--- src/ddw_regs.svh ---
// Constants for the dual converter serial word link
`ifndef DDW_REGS_SVH
`define DDW_REGS_SVH
// Word layout
`define DDW_WORD_BITS 16
`define DDW_ADDR_HI_BIT 15
`define DDW_SPEED_BIT 14
`define DDW_SLEEP_BIT 13
`define DDW_ADDR_LO_BIT 12
`define DDW_VALUE_MSB 11
`define DDW_VALUE_LSB 2
`define DDW_VALUE_BITS 10
`define DDW_VSEL_HI_BIT 1
`define DDW_VSEL_LO_BIT 0
// Reset values
`define DDW_LATCH_RESET 10'h000
`define DDW_CTRL_RESET 12'h000
// Host register map (AXI4-Lite byte offsets)
`define DDW_OFS_WORD 4'h0
`define DDW_OFS_STATUS 4'h4
`define DDW_OFS_DIVIDE 4'h8
// Status fields
`define DDW_STAT_BUSY_BIT 0
// Link timing
`define DDW_CLK_MHZ 200
`define DDW_SCLK_MAX_MHZ 20
`define DDW_UPDATE_NS 800
`define DDW_HALF_MIN_CYC ((`DDW_CLK_MHZ + 2 * `DDW_SCLK_MAX_MHZ - 1) / (2 * `DDW_SCLK_MAX_MHZ))
`define DDW_UPDATE_CYC ((`DDW_UPDATE_NS * `DDW_CLK_MHZ + 999) / 1000)
`define DDW_DIVIDE_RESET 8'h08
`endif

--- src/ddw_pkg.sv ---
// Types for the serial word link: reference select for the converter end, sequencer states for the host end
`default_nettype none
package ddw_pkg;
  typedef enum logic [1:0] {
    DDW_REF_EXT0 = 2'b00,
    DDW_REF_1V024 = 2'b01,
    DDW_REF_2V048 = 2'b10,
    DDW_REF_EXT1 = 2'b11
  } ddw_ref_t;
  typedef enum logic [1:0] {
    DDW_ST_IDLE = 2'b00,
    DDW_ST_LOW = 2'b01,
    DDW_ST_HIGH = 2'b10,
    DDW_ST_GAP = 2'b11
  } ddw_state_t;
endpackage : ddw_pkg
`default_nettype wire

--- src/ddw_link_if.sv ---
// Three-wire serial word link between host and converter
`timescale 1ns/1ps
`default_nettype none
interface ddw_link_if;
  logic select_n;
  logic sclk;
  logic sdata;
  modport host (output select_n, output sclk, output sdata);
  modport dev (input select_n, input sclk, input sdata);
endinterface : ddw_link_if
`default_nettype wire

--- src/ddw_host.sv ---
// Host end: AXI4-Lite registers driving the serial word link
//
// The AXI4-Lite interface to the registers and the address map were decided locally.
`timescale 1ns/1ps
`default_nettype none
`include "ddw_regs.svh"
module ddw_host
  import ddw_pkg::*;
(
  // Clock and reset
  input wire logic clk,
  input wire logic reset,
  // AXI4-Lite slave
  input wire logic [3:0] s_axi_awaddr,
  input wire logic s_axi_awvalid,
  output logic s_axi_awready,
  input wire logic [31:0] s_axi_wdata,
  input wire logic [3:0] s_axi_wstrb,
  input wire logic s_axi_wvalid,
  output logic s_axi_wready,
  output logic [1:0] s_axi_bresp,
  output logic s_axi_bvalid,
  input wire logic s_axi_bready,
  input wire logic [3:0] s_axi_araddr,
  input wire logic s_axi_arvalid,
  output logic s_axi_arready,
  output logic [31:0] s_axi_rdata,
  output logic [1:0] s_axi_rresp,
  output logic s_axi_rvalid,
  input wire logic s_axi_rready,
  // Link
  ddw_link_if.host link
);
  // ============================================================
  // Write channel
  logic aw_held;
  logic w_held;
  logic [3:0] aw_q;
  logic [31:0] w_q;
  logic [3:0] ws_q;
  logic [7:0] half_div;
  logic [15:0] word;
  logic start;
  ddw_state_t state;
  logic busy;
  assign busy = (state != DDW_ST_IDLE);
  assign s_axi_awready = ~aw_held & ~s_axi_bvalid;
  assign s_axi_wready = ~w_held & ~s_axi_bvalid;
  logic do_write;
  assign do_write = aw_held & w_held & ~s_axi_bvalid;
  always_ff @(posedge clk) begin
    if (reset) begin
      aw_held <= 1'b0;
      w_held <= 1'b0;
      aw_q <= 4'h0;
      w_q <= 32'h0;
      ws_q <= 4'h0;
      s_axi_bvalid <= 1'b0;
      s_axi_bresp <= 2'b00;
    end else begin
      if (s_axi_awvalid && s_axi_awready) begin
        aw_held <= 1'b1;
        aw_q <= s_axi_awaddr;
      end
      if (s_axi_wvalid && s_axi_wready) begin
        w_held <= 1'b1;
        w_q <= s_axi_wdata;
        ws_q <= s_axi_wstrb;
      end
      if (do_write) begin
        aw_held <= 1'b0;
        w_held <= 1'b0;
        s_axi_bvalid <= 1'b1;
        s_axi_bresp <= (aw_q == `DDW_OFS_WORD && busy) ? 2'b10 :
          ((aw_q == `DDW_OFS_WORD || aw_q == `DDW_OFS_DIVIDE) ? 2'b00 : 2'b10);
      end else if (s_axi_bready) begin
        s_axi_bvalid <= 1'b0;
      end
    end
  end
  assign start = do_write && aw_q == `DDW_OFS_WORD && !busy;
  always_ff @(posedge clk) begin
    if (reset) begin
      half_div <= `DDW_DIVIDE_RESET;
    end else if (do_write && aw_q == `DDW_OFS_DIVIDE && ws_q[0]) begin
      half_div <= (w_q[7:0] < 8'(`DDW_HALF_MIN_CYC)) ? 8'(`DDW_HALF_MIN_CYC) : w_q[7:0];
    end
  end

  // ============================================================
  // Read channel
  assign s_axi_arready = ~s_axi_rvalid;
  always_ff @(posedge clk) begin
    if (reset) begin
      s_axi_rvalid <= 1'b0;
      s_axi_rdata <= 32'h0;
      s_axi_rresp <= 2'b00;
    end else if (s_axi_arvalid && s_axi_arready) begin
      s_axi_rvalid <= 1'b1;
      s_axi_rresp <= 2'b00;
      unique case (s_axi_araddr)
        `DDW_OFS_WORD: s_axi_rdata <= {16'h0, word};
        `DDW_OFS_STATUS: s_axi_rdata <= {31'h0, busy};
        `DDW_OFS_DIVIDE: s_axi_rdata <= {24'h0, half_div};
        default: begin
          s_axi_rdata <= 32'h0;
          s_axi_rresp <= 2'b10;
        end
      endcase
    end else if (s_axi_rready) begin
      s_axi_rvalid <= 1'b0;
    end
  end

  // ============================================================
  // Serial sequencer
  logic [7:0] tick;
  logic [4:0] bits_left;
  logic [8:0] gap;
  always_ff @(posedge clk) begin
    if (reset) begin
      state <= DDW_ST_IDLE;
      word <= 16'h0000;
      tick <= 8'h00;
      bits_left <= 5'h00;
      gap <= 9'h000;
      link.select_n <= 1'b1;
      link.sclk <= 1'b1;
      link.sdata <= 1'b0;
    end else begin
      unique case (state)
        DDW_ST_IDLE: begin
          if (start) begin
            word <= w_q[15:0];
            link.select_n <= 1'b0;
            link.sdata <= w_q[15];
            bits_left <= 5'(`DDW_WORD_BITS);
            tick <= half_div;
            gap <= 9'(`DDW_UPDATE_CYC);
            state <= DDW_ST_HIGH;
          end
        end
        DDW_ST_HIGH: begin
          if (gap != 9'h000) gap <= gap - 9'h001;
          if (tick > 8'h01) begin
            tick <= tick - 8'h01;
          end else begin
            link.sclk <= 1'b0;
            tick <= half_div;
            bits_left <= bits_left - 5'h01;
            state <= DDW_ST_LOW;
          end
        end
        DDW_ST_LOW: begin
          if (gap != 9'h000) gap <= gap - 9'h001;
          if (tick > 8'h01) begin
            tick <= tick - 8'h01;
          end else begin
            link.sclk <= 1'b1;
            tick <= half_div;
            if (bits_left == 5'h00) begin
              state <= DDW_ST_GAP;
            end else begin
              word <= {word[14:0], 1'b0};
              link.sdata <= word[14];
              state <= DDW_ST_HIGH;
            end
          end
        end
        DDW_ST_GAP: begin
          link.select_n <= 1'b1;
          if (gap > 9'h001) begin
            gap <= gap - 9'h001;
          end else begin
            state <= DDW_ST_IDLE;
          end
        end
      endcase
    end
  end
endmodule : ddw_host
`default_nettype wire

--- src/flat_wrapper.sv ---
// flat-port wrapper written by rule: the top's interface ports become plain ports
module ddw_host_flat import ddw_pkg::*;
  (clk, reset, s_axi_awaddr, s_axi_awvalid, s_axi_awready, s_axi_wdata, s_axi_wstrb, s_axi_wvalid, s_axi_wready, s_axi_bresp, s_axi_bvalid, s_axi_bready, s_axi_araddr, s_axi_arvalid, s_axi_arready, s_axi_rdata, s_axi_rresp, s_axi_rvalid, s_axi_rready, link_select_n, link_sclk, link_sdata);
  ddw_link_if link_i ();
  input wire logic clk;
  input wire logic reset;
  input wire logic [3:0] s_axi_awaddr;
  input wire logic s_axi_awvalid;
  output logic s_axi_awready;
  input wire logic [31:0] s_axi_wdata;
  input wire logic [3:0] s_axi_wstrb;
  input wire logic s_axi_wvalid;
  output logic s_axi_wready;
  output logic [1:0] s_axi_bresp;
  output logic s_axi_bvalid;
  input wire logic s_axi_bready;
  input wire logic [3:0] s_axi_araddr;
  input wire logic s_axi_arvalid;
  output logic s_axi_arready;
  output logic [31:0] s_axi_rdata;
  output logic [1:0] s_axi_rresp;
  output logic s_axi_rvalid;
  input wire logic s_axi_rready;
  output wire logic [$bits(link_i.select_n)-1:0] link_select_n;
  output wire logic [$bits(link_i.sclk)-1:0] link_sclk;
  output wire logic [$bits(link_i.sdata)-1:0] link_sdata;
  assign link_select_n = link_i.select_n;
  assign link_sclk = link_i.sclk;
  assign link_sdata = link_i.sdata;
  ddw_host u_core (.clk(clk), .reset(reset), .s_axi_awaddr(s_axi_awaddr), .s_axi_awvalid(s_axi_awvalid), .s_axi_awready(s_axi_awready), .s_axi_wdata(s_axi_wdata), .s_axi_wstrb(s_axi_wstrb), .s_axi_wvalid(s_axi_wvalid), .s_axi_wready(s_axi_wready), .s_axi_bresp(s_axi_bresp), .s_axi_bvalid(s_axi_bvalid), .s_axi_bready(s_axi_bready), .s_axi_araddr(s_axi_araddr), .s_axi_arvalid(s_axi_arvalid), .s_axi_arready(s_axi_arready), .s_axi_rdata(s_axi_rdata), .s_axi_rresp(s_axi_rresp), .s_axi_rvalid(s_axi_rvalid), .s_axi_rready(s_axi_rready), .link(link_i));
endmodule
--- config.mk ---
export PLATFORM = sky130hd
export DESIGN_NAME = ddw_host_flat
export DESIGN_NICKNAME = d
export VERILOG_FILES = /design/src/ddw_pkg.sv /design/src/ddw_link_if.sv /design/src/ddw_host.sv /design/src/flat_wrapper.sv
export VERILOG_INCLUDE_DIRS = /design/src
export SDC_FILE = /design/constraint.sdc
export NUM_CORES = 1
export LEC_CHECK = 0
export BUFFER_PORTS_ARGS = -buffer_cell sky130_fd_sc_hd__buf_2
export CAP_MARGIN = 20
export CORE_ASPECT_RATIO = 1.4
export CORE_MARGIN = 2
export CORE_UTILIZATION = 40
export DETAILED_ROUTE_END_ITERATION = 12
export GPL_ROUTABILITY_DRIVEN = 0
export PLACE_DENSITY = 0.71
export SETUP_SLACK_MARGIN = 0.4
export SKIP_LAST_GASP = 1
export SLEW_MARGIN = 20
export SYNTH_ARGS = -nofsm -noshare
export SYNTH_HDL_FRONTEND = slang
export SYNTH_SLANG_ARGS = --single-unit
--- constraint.sdc ---
create_clock -name clk -period 4.9 [get_ports clk]
set_input_delay 0.98 -clock clk [delete_from_list [all_inputs] [get_ports clk]]
set_output_delay 0.98 -clock clk [all_outputs]
set_load 0.03 [all_outputs]
-- Yosys cells after proc, flatten, opt, wreduce, memory -nomap -nowiden
Index checks and enable logic that the tools add are counted.
- flip-flop bits (word level): 112
- memory bits (writable): 0
- word-level logic and storage cells: 117
- bits in latches: 0
- bits in read-only memories: 0
- memories kept: 0
- output and inout bits: 44
- bits of input ports: 51
- reductions and logical operators: 33
- div/mod/pow operators: 0
- equal/unequal tests: 13
- add/subtract/negate cells: 3
- bitwise operators: 8
- muxes and demuxes: 38
- order comparisons: 3
- shifts and indexed selects: 0
- multiply operators: 0
- operators with widths (cell ; count):
    two-way mux 16 bit ; 3
    case mux 16 bit (3 select lines) ; 1
    case mux 16 bit (2 select lines) ; 1
    two-way mux 9 bit ; 3
    case mux 9 bit (3 select lines) ; 1
    two-way mux 8 bit ; 3
    case mux 8 bit (2 select lines) ; 1
    nonzero test 2 bit ; 8
    two-way mux 2 bit ; 7
    two-way mux 1 bit ; 11
    two-way mux 5 bit ; 2
    case mux 5 bit (2 select lines) ; 1
    greater-than comparator 9 x 1 -> 1 bit, second input constant ; 1
    AND reduction 3 bit ; 3
    nonzero test 9 bit ; 1
    subtractor 9 x 1 -> 9 bit, second input constant ; 1
    equality test 4 bit, second input constant ; 2
    greater-than comparator 8 x 1 -> 1 bit, second input constant ; 1
    logical AND 1 bit ; 8
    logical NOT 4 bit ; 2
    less-than comparator 8 x 3 -> 1 bit, second input constant ; 1
    inequality test 2 bit, second input constant ; 4
    case mux 2 bit (4 select lines) ; 1
    AND reduction 4 bit ; 2
    16 further kinds ; 29

-- Longest topological paths before layout
Gate-level depths: netlist (run 1).
- depth in word-level cells: 6
- mapped depth: 8
- gate-level depth less buffers: 7

-- Least setup slack after synthesis (run 1)
Ideal clock, no wire load.
- kind: input to register
- start: input port s_axi_araddr[1]
- end: register u_core.s_axi_rdata[10]
- data required time: 4.835 ns
- slack: 2.561 ns
- library setup time: 0.065 ns
- arrival time: 2.274 ns
- buffers on the path: 1
- stages: 5
- cell sequence: nor4_1 -> nor2b_1 -> clkbuf_1 -> a22oi_1 -> nor2_1
- word-level cells in the longest chain between the ends: 2
- elaborated cells on any way between the ends: 4
- classes of those cells: eq/ne (2); mux (1); reduce/logical (1)
- RTL lines (item ; RTL line ; source):
    from (decl) ; flat_wrapper.sv:17 ; input wire logic [3:0] s_axi_araddr;
    equality test 4 bit, or another cell as far along ; ddw_host.sv:101 ; unique case (s_axi_araddr)
    case mux 16 bit (3 select lines) * ; ddw_host.sv:101 ;
    to (signal assigned) ; ddw_host.sv:102 ; `DDW_OFS_WORD: s_axi_rdata <= {16'h0, word};
    to (signal assigned) ; ddw_host.sv:103 ; `DDW_OFS_STATUS: s_axi_rdata <= {31'h0, busy};
    to (signal assigned) ; ddw_host.sv:104 ; `DDW_OFS_DIVIDE: s_axi_rdata <= {24'h0, half_div};
    to (decl) ; ddw_host.sv:27 ; output logic [31:0] s_axi_rdata,
Every way passes the cells marked *; elsewhere a longest branch is shown, timed or not.
A chain may end at the register's enable or synchronous reset.

-- Final worst setup path (run 1)
- start: register u_core.tick[1]
- end: register u_core.tick[3]
- word-level cells in the longest chain between the ends: 3
- elaborated cells on any way between the ends: 4
- classes of those cells: add/sub (1); order compare (1); mux (2)
- RTL lines (item ; RTL line ; source):
    from (decl) ; ddw_host.sv:117 ; logic [7:0] tick;
    from (signal assigned) ; ddw_host.sv:138 ; tick <= half_div;
    from (signal assigned) ; ddw_host.sv:146 ; tick <= tick - 8'h01;
    from (signal assigned) ; ddw_host.sv:149 ; tick <= half_div;
    subtractor 8 x 1 -> 8 bit / greater-than comparator 8 x 1 -> 1 bit (equally long branches) ; -- ;
    two-way mux 8 bit * ; ddw_host.sv:145, ddw_host.sv:156 ;
    case mux 8 bit (2 select lines) * ; ddw_host.sv:131 ; unique case (state)
Marks and branches as above.

==> out/results.txt, run 1 <==
critical path's top delay family = compound AO/OA/AOI/OAI gates
Worst Path Max Fanout = 15
most numerous cell on the critical path = nor2_1
number of CTS-inserted buffers = 9
First-pass DRT Iterations = 5
DR vias/cell = 5.38
remaining antenna violation count = 0
Max-cap violations = 0
cell leakage power = 1.97 nW
# diodes = 0
CP startpoint kind = register
gr usage total = 17.3%
Worst Hold Depth = 2
Synth Area per Inst = 8.73 um2
RSZ-0062 raised after global routing = false
Worst R2R Setup Slack = 2.32 ns
Area Overhead vs Synth = 13.6%
first-pass GRT wire length = 17.0 mm
post-route non-filler standard cell count = 699
final hold viol count = 0
crit-path max cell delay = 0.91 ns
Hold Crit Class = reg2reg
die area = 12000 um2
Synth Flop Type = dfxtp_1
Core ar. = 10900 um2
Buffers on Ports = 57
R2R depth = 7
Worst-Margin Slew = 1.07 ns
commonest non-fill, non-tap cell in the layout = dfxtp_1
final slew viol count = 0
Final Util = 46.5%
CP endpoint kind = register
Worst Hold Endpoint = u_core.w_q[10]$_SDFFE_PP0P_
FF+latch count, synth = 93
post-route design area = 5060 um2
Cells after Synth = 510
placed insts = 683
R2R Path End = u_core.tick[3]$_SDFFE_PP0P_
Die Ht = 129 um
Fin Clk Skew = 0.00585 ns
largest net degree at the start of global routing = 45
post-synthesis sequential area ratio = 41.8%
Final min period = 2.58 ns
min-delay src = u_core.w_q[10]$_SDFFE_PP0P_
post_cts resized = 0
via count = 3758
r2r startpoint = u_core.tick[1]$_SDFFE_PP0P_
Sink Count = 93
final WL = 9.93 mm
CP arrival = 2.79 ns
clk buf depth = 2
Initial Util = 41.0%
share of cells above drive strength 1 = 18.8%
Clock H-tree levels = 3
Worst path slowest cell = o31ai_2
status = complete, no violations
worst path required time = 5.11 ns
mapped cell area = 4450 um2
Clock Latency Late Sink = 0.34 ns
clk slew on worst S/H paths = 0.06 ns
CTS tree = yes
post-DP HPWL = 7.07 mm
Area after DPL = 4750 um2
vias in the first global route = 3543
pre-CTS setup slack = 1.98 ns
power density cells = 493 nW/um2
CP Class = reg2reg
site row count = 45
TNS Setup = 0 ns
hold_buf cts = 0
Synth Warn # = 0
CTS Root Cell = clkbuf_16
critical path, cell by cell = inv_1 -> ha_1 -> nor2_1 -> o31ai_2 -> mux2_2 -> a22oi_1 -> nor2_1
die width = 93.2 um
ys async rst share = 0%
residual DRC count = 0
Post CTS Setup Buffer Count = 0
Setup violations, final = 0
period utilization = 52.7%
Max Fclk = 387 MHz
drt initial violations = 322
post-synth cell types = 55
grt total ovfl = 0
Net count, final = 615
IR Drop Worst-Case VDD = 0.000370 V
antenna violations before repair = 0
Max transition margin = 28.5%
highest-count cells in the layout ignoring fill and taps = dfxtp_1 (93), nor2_1 (71), buf_2 (57)
top-level I/O count = 95
Buf+Inv Stages, Crit Path = 1
EDFF count, synth = 0
wire per inst = 14.2 um
final setup margin = 2.32 ns
where the power goes:
| group | internal, W | total, W | switching, W |
|---|---|---|---|
| clock | 0.000450 | 0.000725 | 0.000275 |
| combinational | 0.000312 | 0.000846 | 0.000534 |
| sequential | 0.000849 | 0.000924 | 0.0000754 |
metrics by stage:
stage                     hold slack, ns  power, W
after floorplan                    0.432   0.00163
after global placement             0.443   0.00174
after detailed placement           0.449   0.00178
after CTS                          0.458   0.00251
after global routing               0.483   0.00266
final                              0.458   0.00249
kinds of logic (layout without fill, tap and decap cells):
kind of cell               count (synthesis)  in the layout  synth area share (%)
AOI/OAI and AO/OA                        122            122                  20.3
xor gates and xnor gates                   3              3                 0.590
adders and majority gates                 11             11                  3.09
buffers and inverters                     63             94                  7.22
DFF                                       93             93                  41.8
muxes                                     37             37                  8.57
other                                      1             18                0.0842
and+or+nand+nor                          180            180                  18.4
worst max path at each step:
stage	from	to	slack, ns	cells after the start
after floorplan	s_axi_araddr[1]	u_core.s_axi_rdata[10]$_SDFFE_PP0P_	2.56	5
after global placement	u_core.state[1]$_SDFFE_PP0P_	u_core.word[0]$_SDFFE_PP0P_	2.06	7
after detailed placement	u_core.state[1]$_SDFFE_PP0P_	u_core.word[0]$_SDFFE_PP0P_	1.98	7
after CTS	u_core.state[1]$_SDFFE_PP0P_	u_core.word[0]$_SDFFE_PP0P_	1.95	7
after global routing	u_core.tick[0]$_SDFFE_PP0P_	u_core.tick[2]$_SDFFE_PP0P_	2.08	7
final	u_core.tick[1]$_SDFFE_PP0P_	u_core.tick[3]$_SDFFE_PP0P_	2.32	7
routing by layer:
layer | global-route usage [%] | wire length (um) | up-vias
met5 | 0 | 0 | -
met4 | 7.70 | 233 | 0
met3 | 2.69 | 436 | 20
met2 | 28.9 | 4800 | 117
met1 | 22.2 | 4460 | 1771
li1 | - | - | 1850
synthesized netlist by cell type, types with 9 or more instances:
master | number | area (um2)
inv_1 | 17 | 63.8
nor3_1 | 11 | 55.1
mux2_2 | 9 | 101
a22oi_1 | 19 | 143
nor2_1 | 71 | 267
ha_1 | 11 | 138
o21ai_0 | 16 | 80.1
dfxtp_1 | 93 | 1860
mux2i_1 | 28 | 280
a21oi_1 | 37 | 185
a211oi_2 | 11 | 138
clkbuf_1 | 19 | 71.3
buf_4 | 21 | 158
nand2_1 | 50 | 188
tightest hold or removal path, cell delays in order, from the launching register on:
cell     delay, ns
dfxtp_1       0.31
nand2_1       0.05
a21oi_1       0.05
flip-flops by register name, indices dropped and copies added, names as in the netlist:
signal / count
u_core.s_axi_rresp: 1
u_core.ws_q: 1
u_core.tick: 8
u_core.link.sclk: 1
u_core.w_held: 1
u_core.s_axi_bvalid: 1
u_core.bits_left: 5
u_core.gap: 9
u_core.aw_held: 1
u_core.word: 16
u_core.aw_q: 4
u_core.s_axi_rdata: 16
u_core.s_axi_bresp: 1
u_core.link.select_n: 1
u_core.state: 2
u_core.s_axi_rvalid: 1
u_core.w_q: 16
u_core.half_div: 8
layout make-up:
cell class | instances | area, um2
fill | 1043 | 5810
multi-input combinational | 371 | 2330
sequential | 93 | 1860
timing repair buffer | 60 | 308
clock buffer | 13 | 240
tap | 141 | 176
clock inverter | 3 | 68.8
inverter | 18 | 67.6
Note: power is estimated with default switching activity, not from simulation.
==> inputs of run 2 (changes only) <==
Settings changed: ABC_AREA set to 1, PLACE_DENSITY 0.71 to 0.7.
Clock period 4.9 ns to 2.4 ns, I/O delays scaled along.
==> run 2 against run 1 <==
Critical path depth rose by 1. Combinational power rose to 2.5 times the previous value. Hold slack got worse by 0.074 ns. Clock-buffer cell count fell by 4. First-iteration DRC count fell by 26%. Final area rose by 7.8%. Sequential power rose by 100%. Fmax rose by 38%. Via count rose by 13%. Final cell count rose by 24%. Die area rose by 6.0%. Highest routed layer unchanged.
==> out/results.txt, run 2 <==
worst path required time = 2.62 ns
# diodes = 0
Max Fclk = 535 MHz
Max transition margin = 61.6%
EDFF count, synth = 0
Hold Crit Class = in2reg
Setup violations, final = 0
wire per inst = 12.5 um
share of the synthesized area in the top cell type = 39.4%
first-pass GRT wire length = 17.8 mm
gr usage total = 17.7%
power density cells = 1020 nW/um2
Synth Area per Inst = 7.22 um2
biggest regs = u_core.s_axi_rdata: 16 flops, u_core.w_q: 16 flops, u_core.word: 16 flops
top-level I/O count = 95
Worst Hold Depth = 3
highest-count cells in the layout ignoring fill and taps = nand2_1 (131), dfxtp_1 (93), nor2_1 (72)
drt initial violations = 238
Area Overhead vs Synth = 15.3%
Internal = 0.00342 W
main combinational cell family by area after synthesis = simple AND/OR/NAND/NOR gates
Seq. cell area = 1860 um2
die area = 12700 um2
Max-cap violations = 0
Worst Path Max Fanout = 17
clk buf depth = 2
Area after DPL = 5060 um2
Power Total = 0.00557 W
# fillers = 1176
Synth Area in Simple Gates = 27.3%
status = complete, no violations
Net count, final = 774
Final min period = 1.87 ns
post-synth cell types = 39
Final Util = 46.6%
R2R depth = 8
pre-CTS setup slack = 0.432 ns
Clock H-tree levels = 3
CTS Root Cell = clkbuf_16
CP arrival = 2.08 ns
period utilization = 77.8%
Worst-Margin Slew = 0.576 ns
Worst Hold Endpoint = u_core.w_q[8]$_SDFFE_PP0P_
grt total ovfl = 0
Synth Area in Compound Gates = 17.8%
min-delay src = s_axi_wdata[8]
Seq pwr share = 33.7%
Synth area leaders = dfxtp_1 (39%), nand2_1 (10%), a21oi_1 (6.7%)
Clock Power Share = 28.0%
Synth Warn # = 0
TNS Setup = 0 ns
Buffers on Ports = 57
clk slew on worst S/H paths = 0.07 ns
Cells after Synth = 655
post-synthesis sequential area ratio = 39.4%
Clock Latency Late Sink = 0.34 ns
antenna violations before repair = 0
r2r startpoint = u_core.state[1]$_SDFFE_PP0P_
final setup margin = 0.532 ns
switching share of power = 38.6%
Synth Flop Type = dfxtp_1
CP Class = reg2reg
IR Drop Worst-Case VDD = 0.000575 V
Die Ht = 133 um
Post-synth top cells = nand2_1 (131), dfxtp_1 (93), nor2_1 (72), a21oi_1 (63), o21ai_0 (63)
final WL = 10.8 mm
most frequent cell after synthesis = nand2_1
CTS tree = yes
largest net degree at the start of global routing = 47
final hold viol count = 0
residual DRC count = 0
mapped cell area = 4730 um2
Core ar. = 11700 um2
most area-hungry cell type in the Yosys netlist = dfxtp_1
DR vias/cell = 4.91
die width = 95.9 um
Logic pwr share = 38.3%
CP endpoint kind = register
Worst R2R Setup Slack = 0.53 ns
remaining antenna violation count = 0
FF+latch count, synth = 93
area of the multi-input gates = 2420 um2
R2R Path End = u_core.word[0]$_SDFFE_PP0P_
Initial Util = 40.4%
adder-cell share of the synthesized area = 2.91%
Sw Pwr = 0.00215 W
Sink Count = 93
Post-Synth XOR/XNOR Area = 1.48%
post-DP HPWL = 7.82 mm
Fin Clk Skew = 0.00708 ns
final slew viol count = 0
vias in the first global route = 3954
post-route design area = 5450 um2
commonest non-fill, non-tap cell in the layout = nand2_1
First-pass DRT Iterations = 4
ys async rst share = 0%
via count = 4239
site row count = 47
number of CTS-inserted buffers = 9
post-synthesis mux area share = 0%
CP startpoint kind = register
share of cells above drive strength 1 = 19.2%
RSZ-0062 raised after global routing = false
cell leakage power = 2.33 nW
[run 2: area by class of cell]
class,instances,area share (%)
Multi-Input combinational cell,469,44.3
Clock inverter,7,1.88
Timing Repair Buffer,72,7.53
Tap cell,147,3.37
Sequential cell,93,34.2
Clock buffer,9,4.13
Inverter,67,4.61
[run 2: cell families (layout without fill, tap and decap cells)]
logic type      after synthesis  in the layout
buf+inv                     110            155
fa+ha+maj                    11             11
xor+xnor                      8              8
compound gates              151            151
other cells                   1             18
simple gates                281            281
flops                        93             93
[run 2: power by group through the flow]
| stage | Sequential, W | Combinational [W] | Clock, W |
|---|---|---|---|
| 6_report | 0.00188 | 0.00213 | 0.00156 |
| 4_1_cts | 0.00188 | 0.00199 | 0.00159 |
| 2_1_floorplan | 0.00192 | 0.00164 | 0 |
| 5_1_grt | 0.00190 | 0.00237 | 0.00165 |
| 3_3_place_gp | 0.00191 | 0.00196 | 0 |
| 3_5_place_dp | 0.00191 | 0.00198 | 0 |
[run 2: worst max-delay path, stage by stage, from the launching register on]
cell	delay [ns]
dfxtp_1	0.33
inv_1	0.15
ha_1	0.34
inv_1	0.18
a21oi_4	0.28
buf_12	0.15
nand2_8	0.10
o21ai_0	0.16
nor2_1	0.05
[run 2: metrics by stage]
| step | instances | hold WS, ns |
|---|---|---|
| after floorplan | 672 | 0.424 |
| after global placement | 842 | 0.441 |
| after detailed placement | 842 | 0.446 |
| after CTS | 858 | 0.376 |
| after global routing | 864 | 0.397 |
| final | 864 | 0.383 |
[run 2: how the worst max path moves through the flow]
stage	to	slack, ns	from
2_1_floorplan	u_core.s_axi_rdata[14]$_SDFFE_PP0P_	0.71	u_core.s_axi_rvalid$_SDFFE_PP0P_
3_5_place_dp	u_core.word[0]$_SDFFE_PP0P_	0.43	u_core.state[0]$_SDFFE_PP0P_
6_report	u_core.word[0]$_SDFFE_PP0P_	0.53	u_core.state[1]$_SDFFE_PP0P_
3_3_place_gp	u_core.word[0]$_SDFFE_PP0P_	0.44	u_core.state[0]$_SDFFE_PP0P_
4_1_cts	u_core.word[0]$_SDFFE_PP0P_	0.41	u_core.state[0]$_SDFFE_PP0P_
5_1_grt	u_core.word[3]$_SDFFE_PP0P_	0.41	u_core.state[1]$_SDFFE_PP0P_
[run 2: layer usage]
metal  global-route usage (%)  part of all wire, %  up-vias
met4                     8.10                  3.3        0
met1                     19.6                   41     1950
met5                        0                    0        -
li1                         -                    -     2198
met2                     31.4                   53       70
met3                     3.76                  2.7       21
[run 2: timing repair]
| action | CTS | global route |
|---|---|---|
| setup buffers | 0 | 6 |
| hold buffers | 0 | 0 |
| endpoints found under the hold margin | 0 | 0 |
| resized for setup | 0 | 1 |
| endpoints found under the setup margin | 0 | 17 |
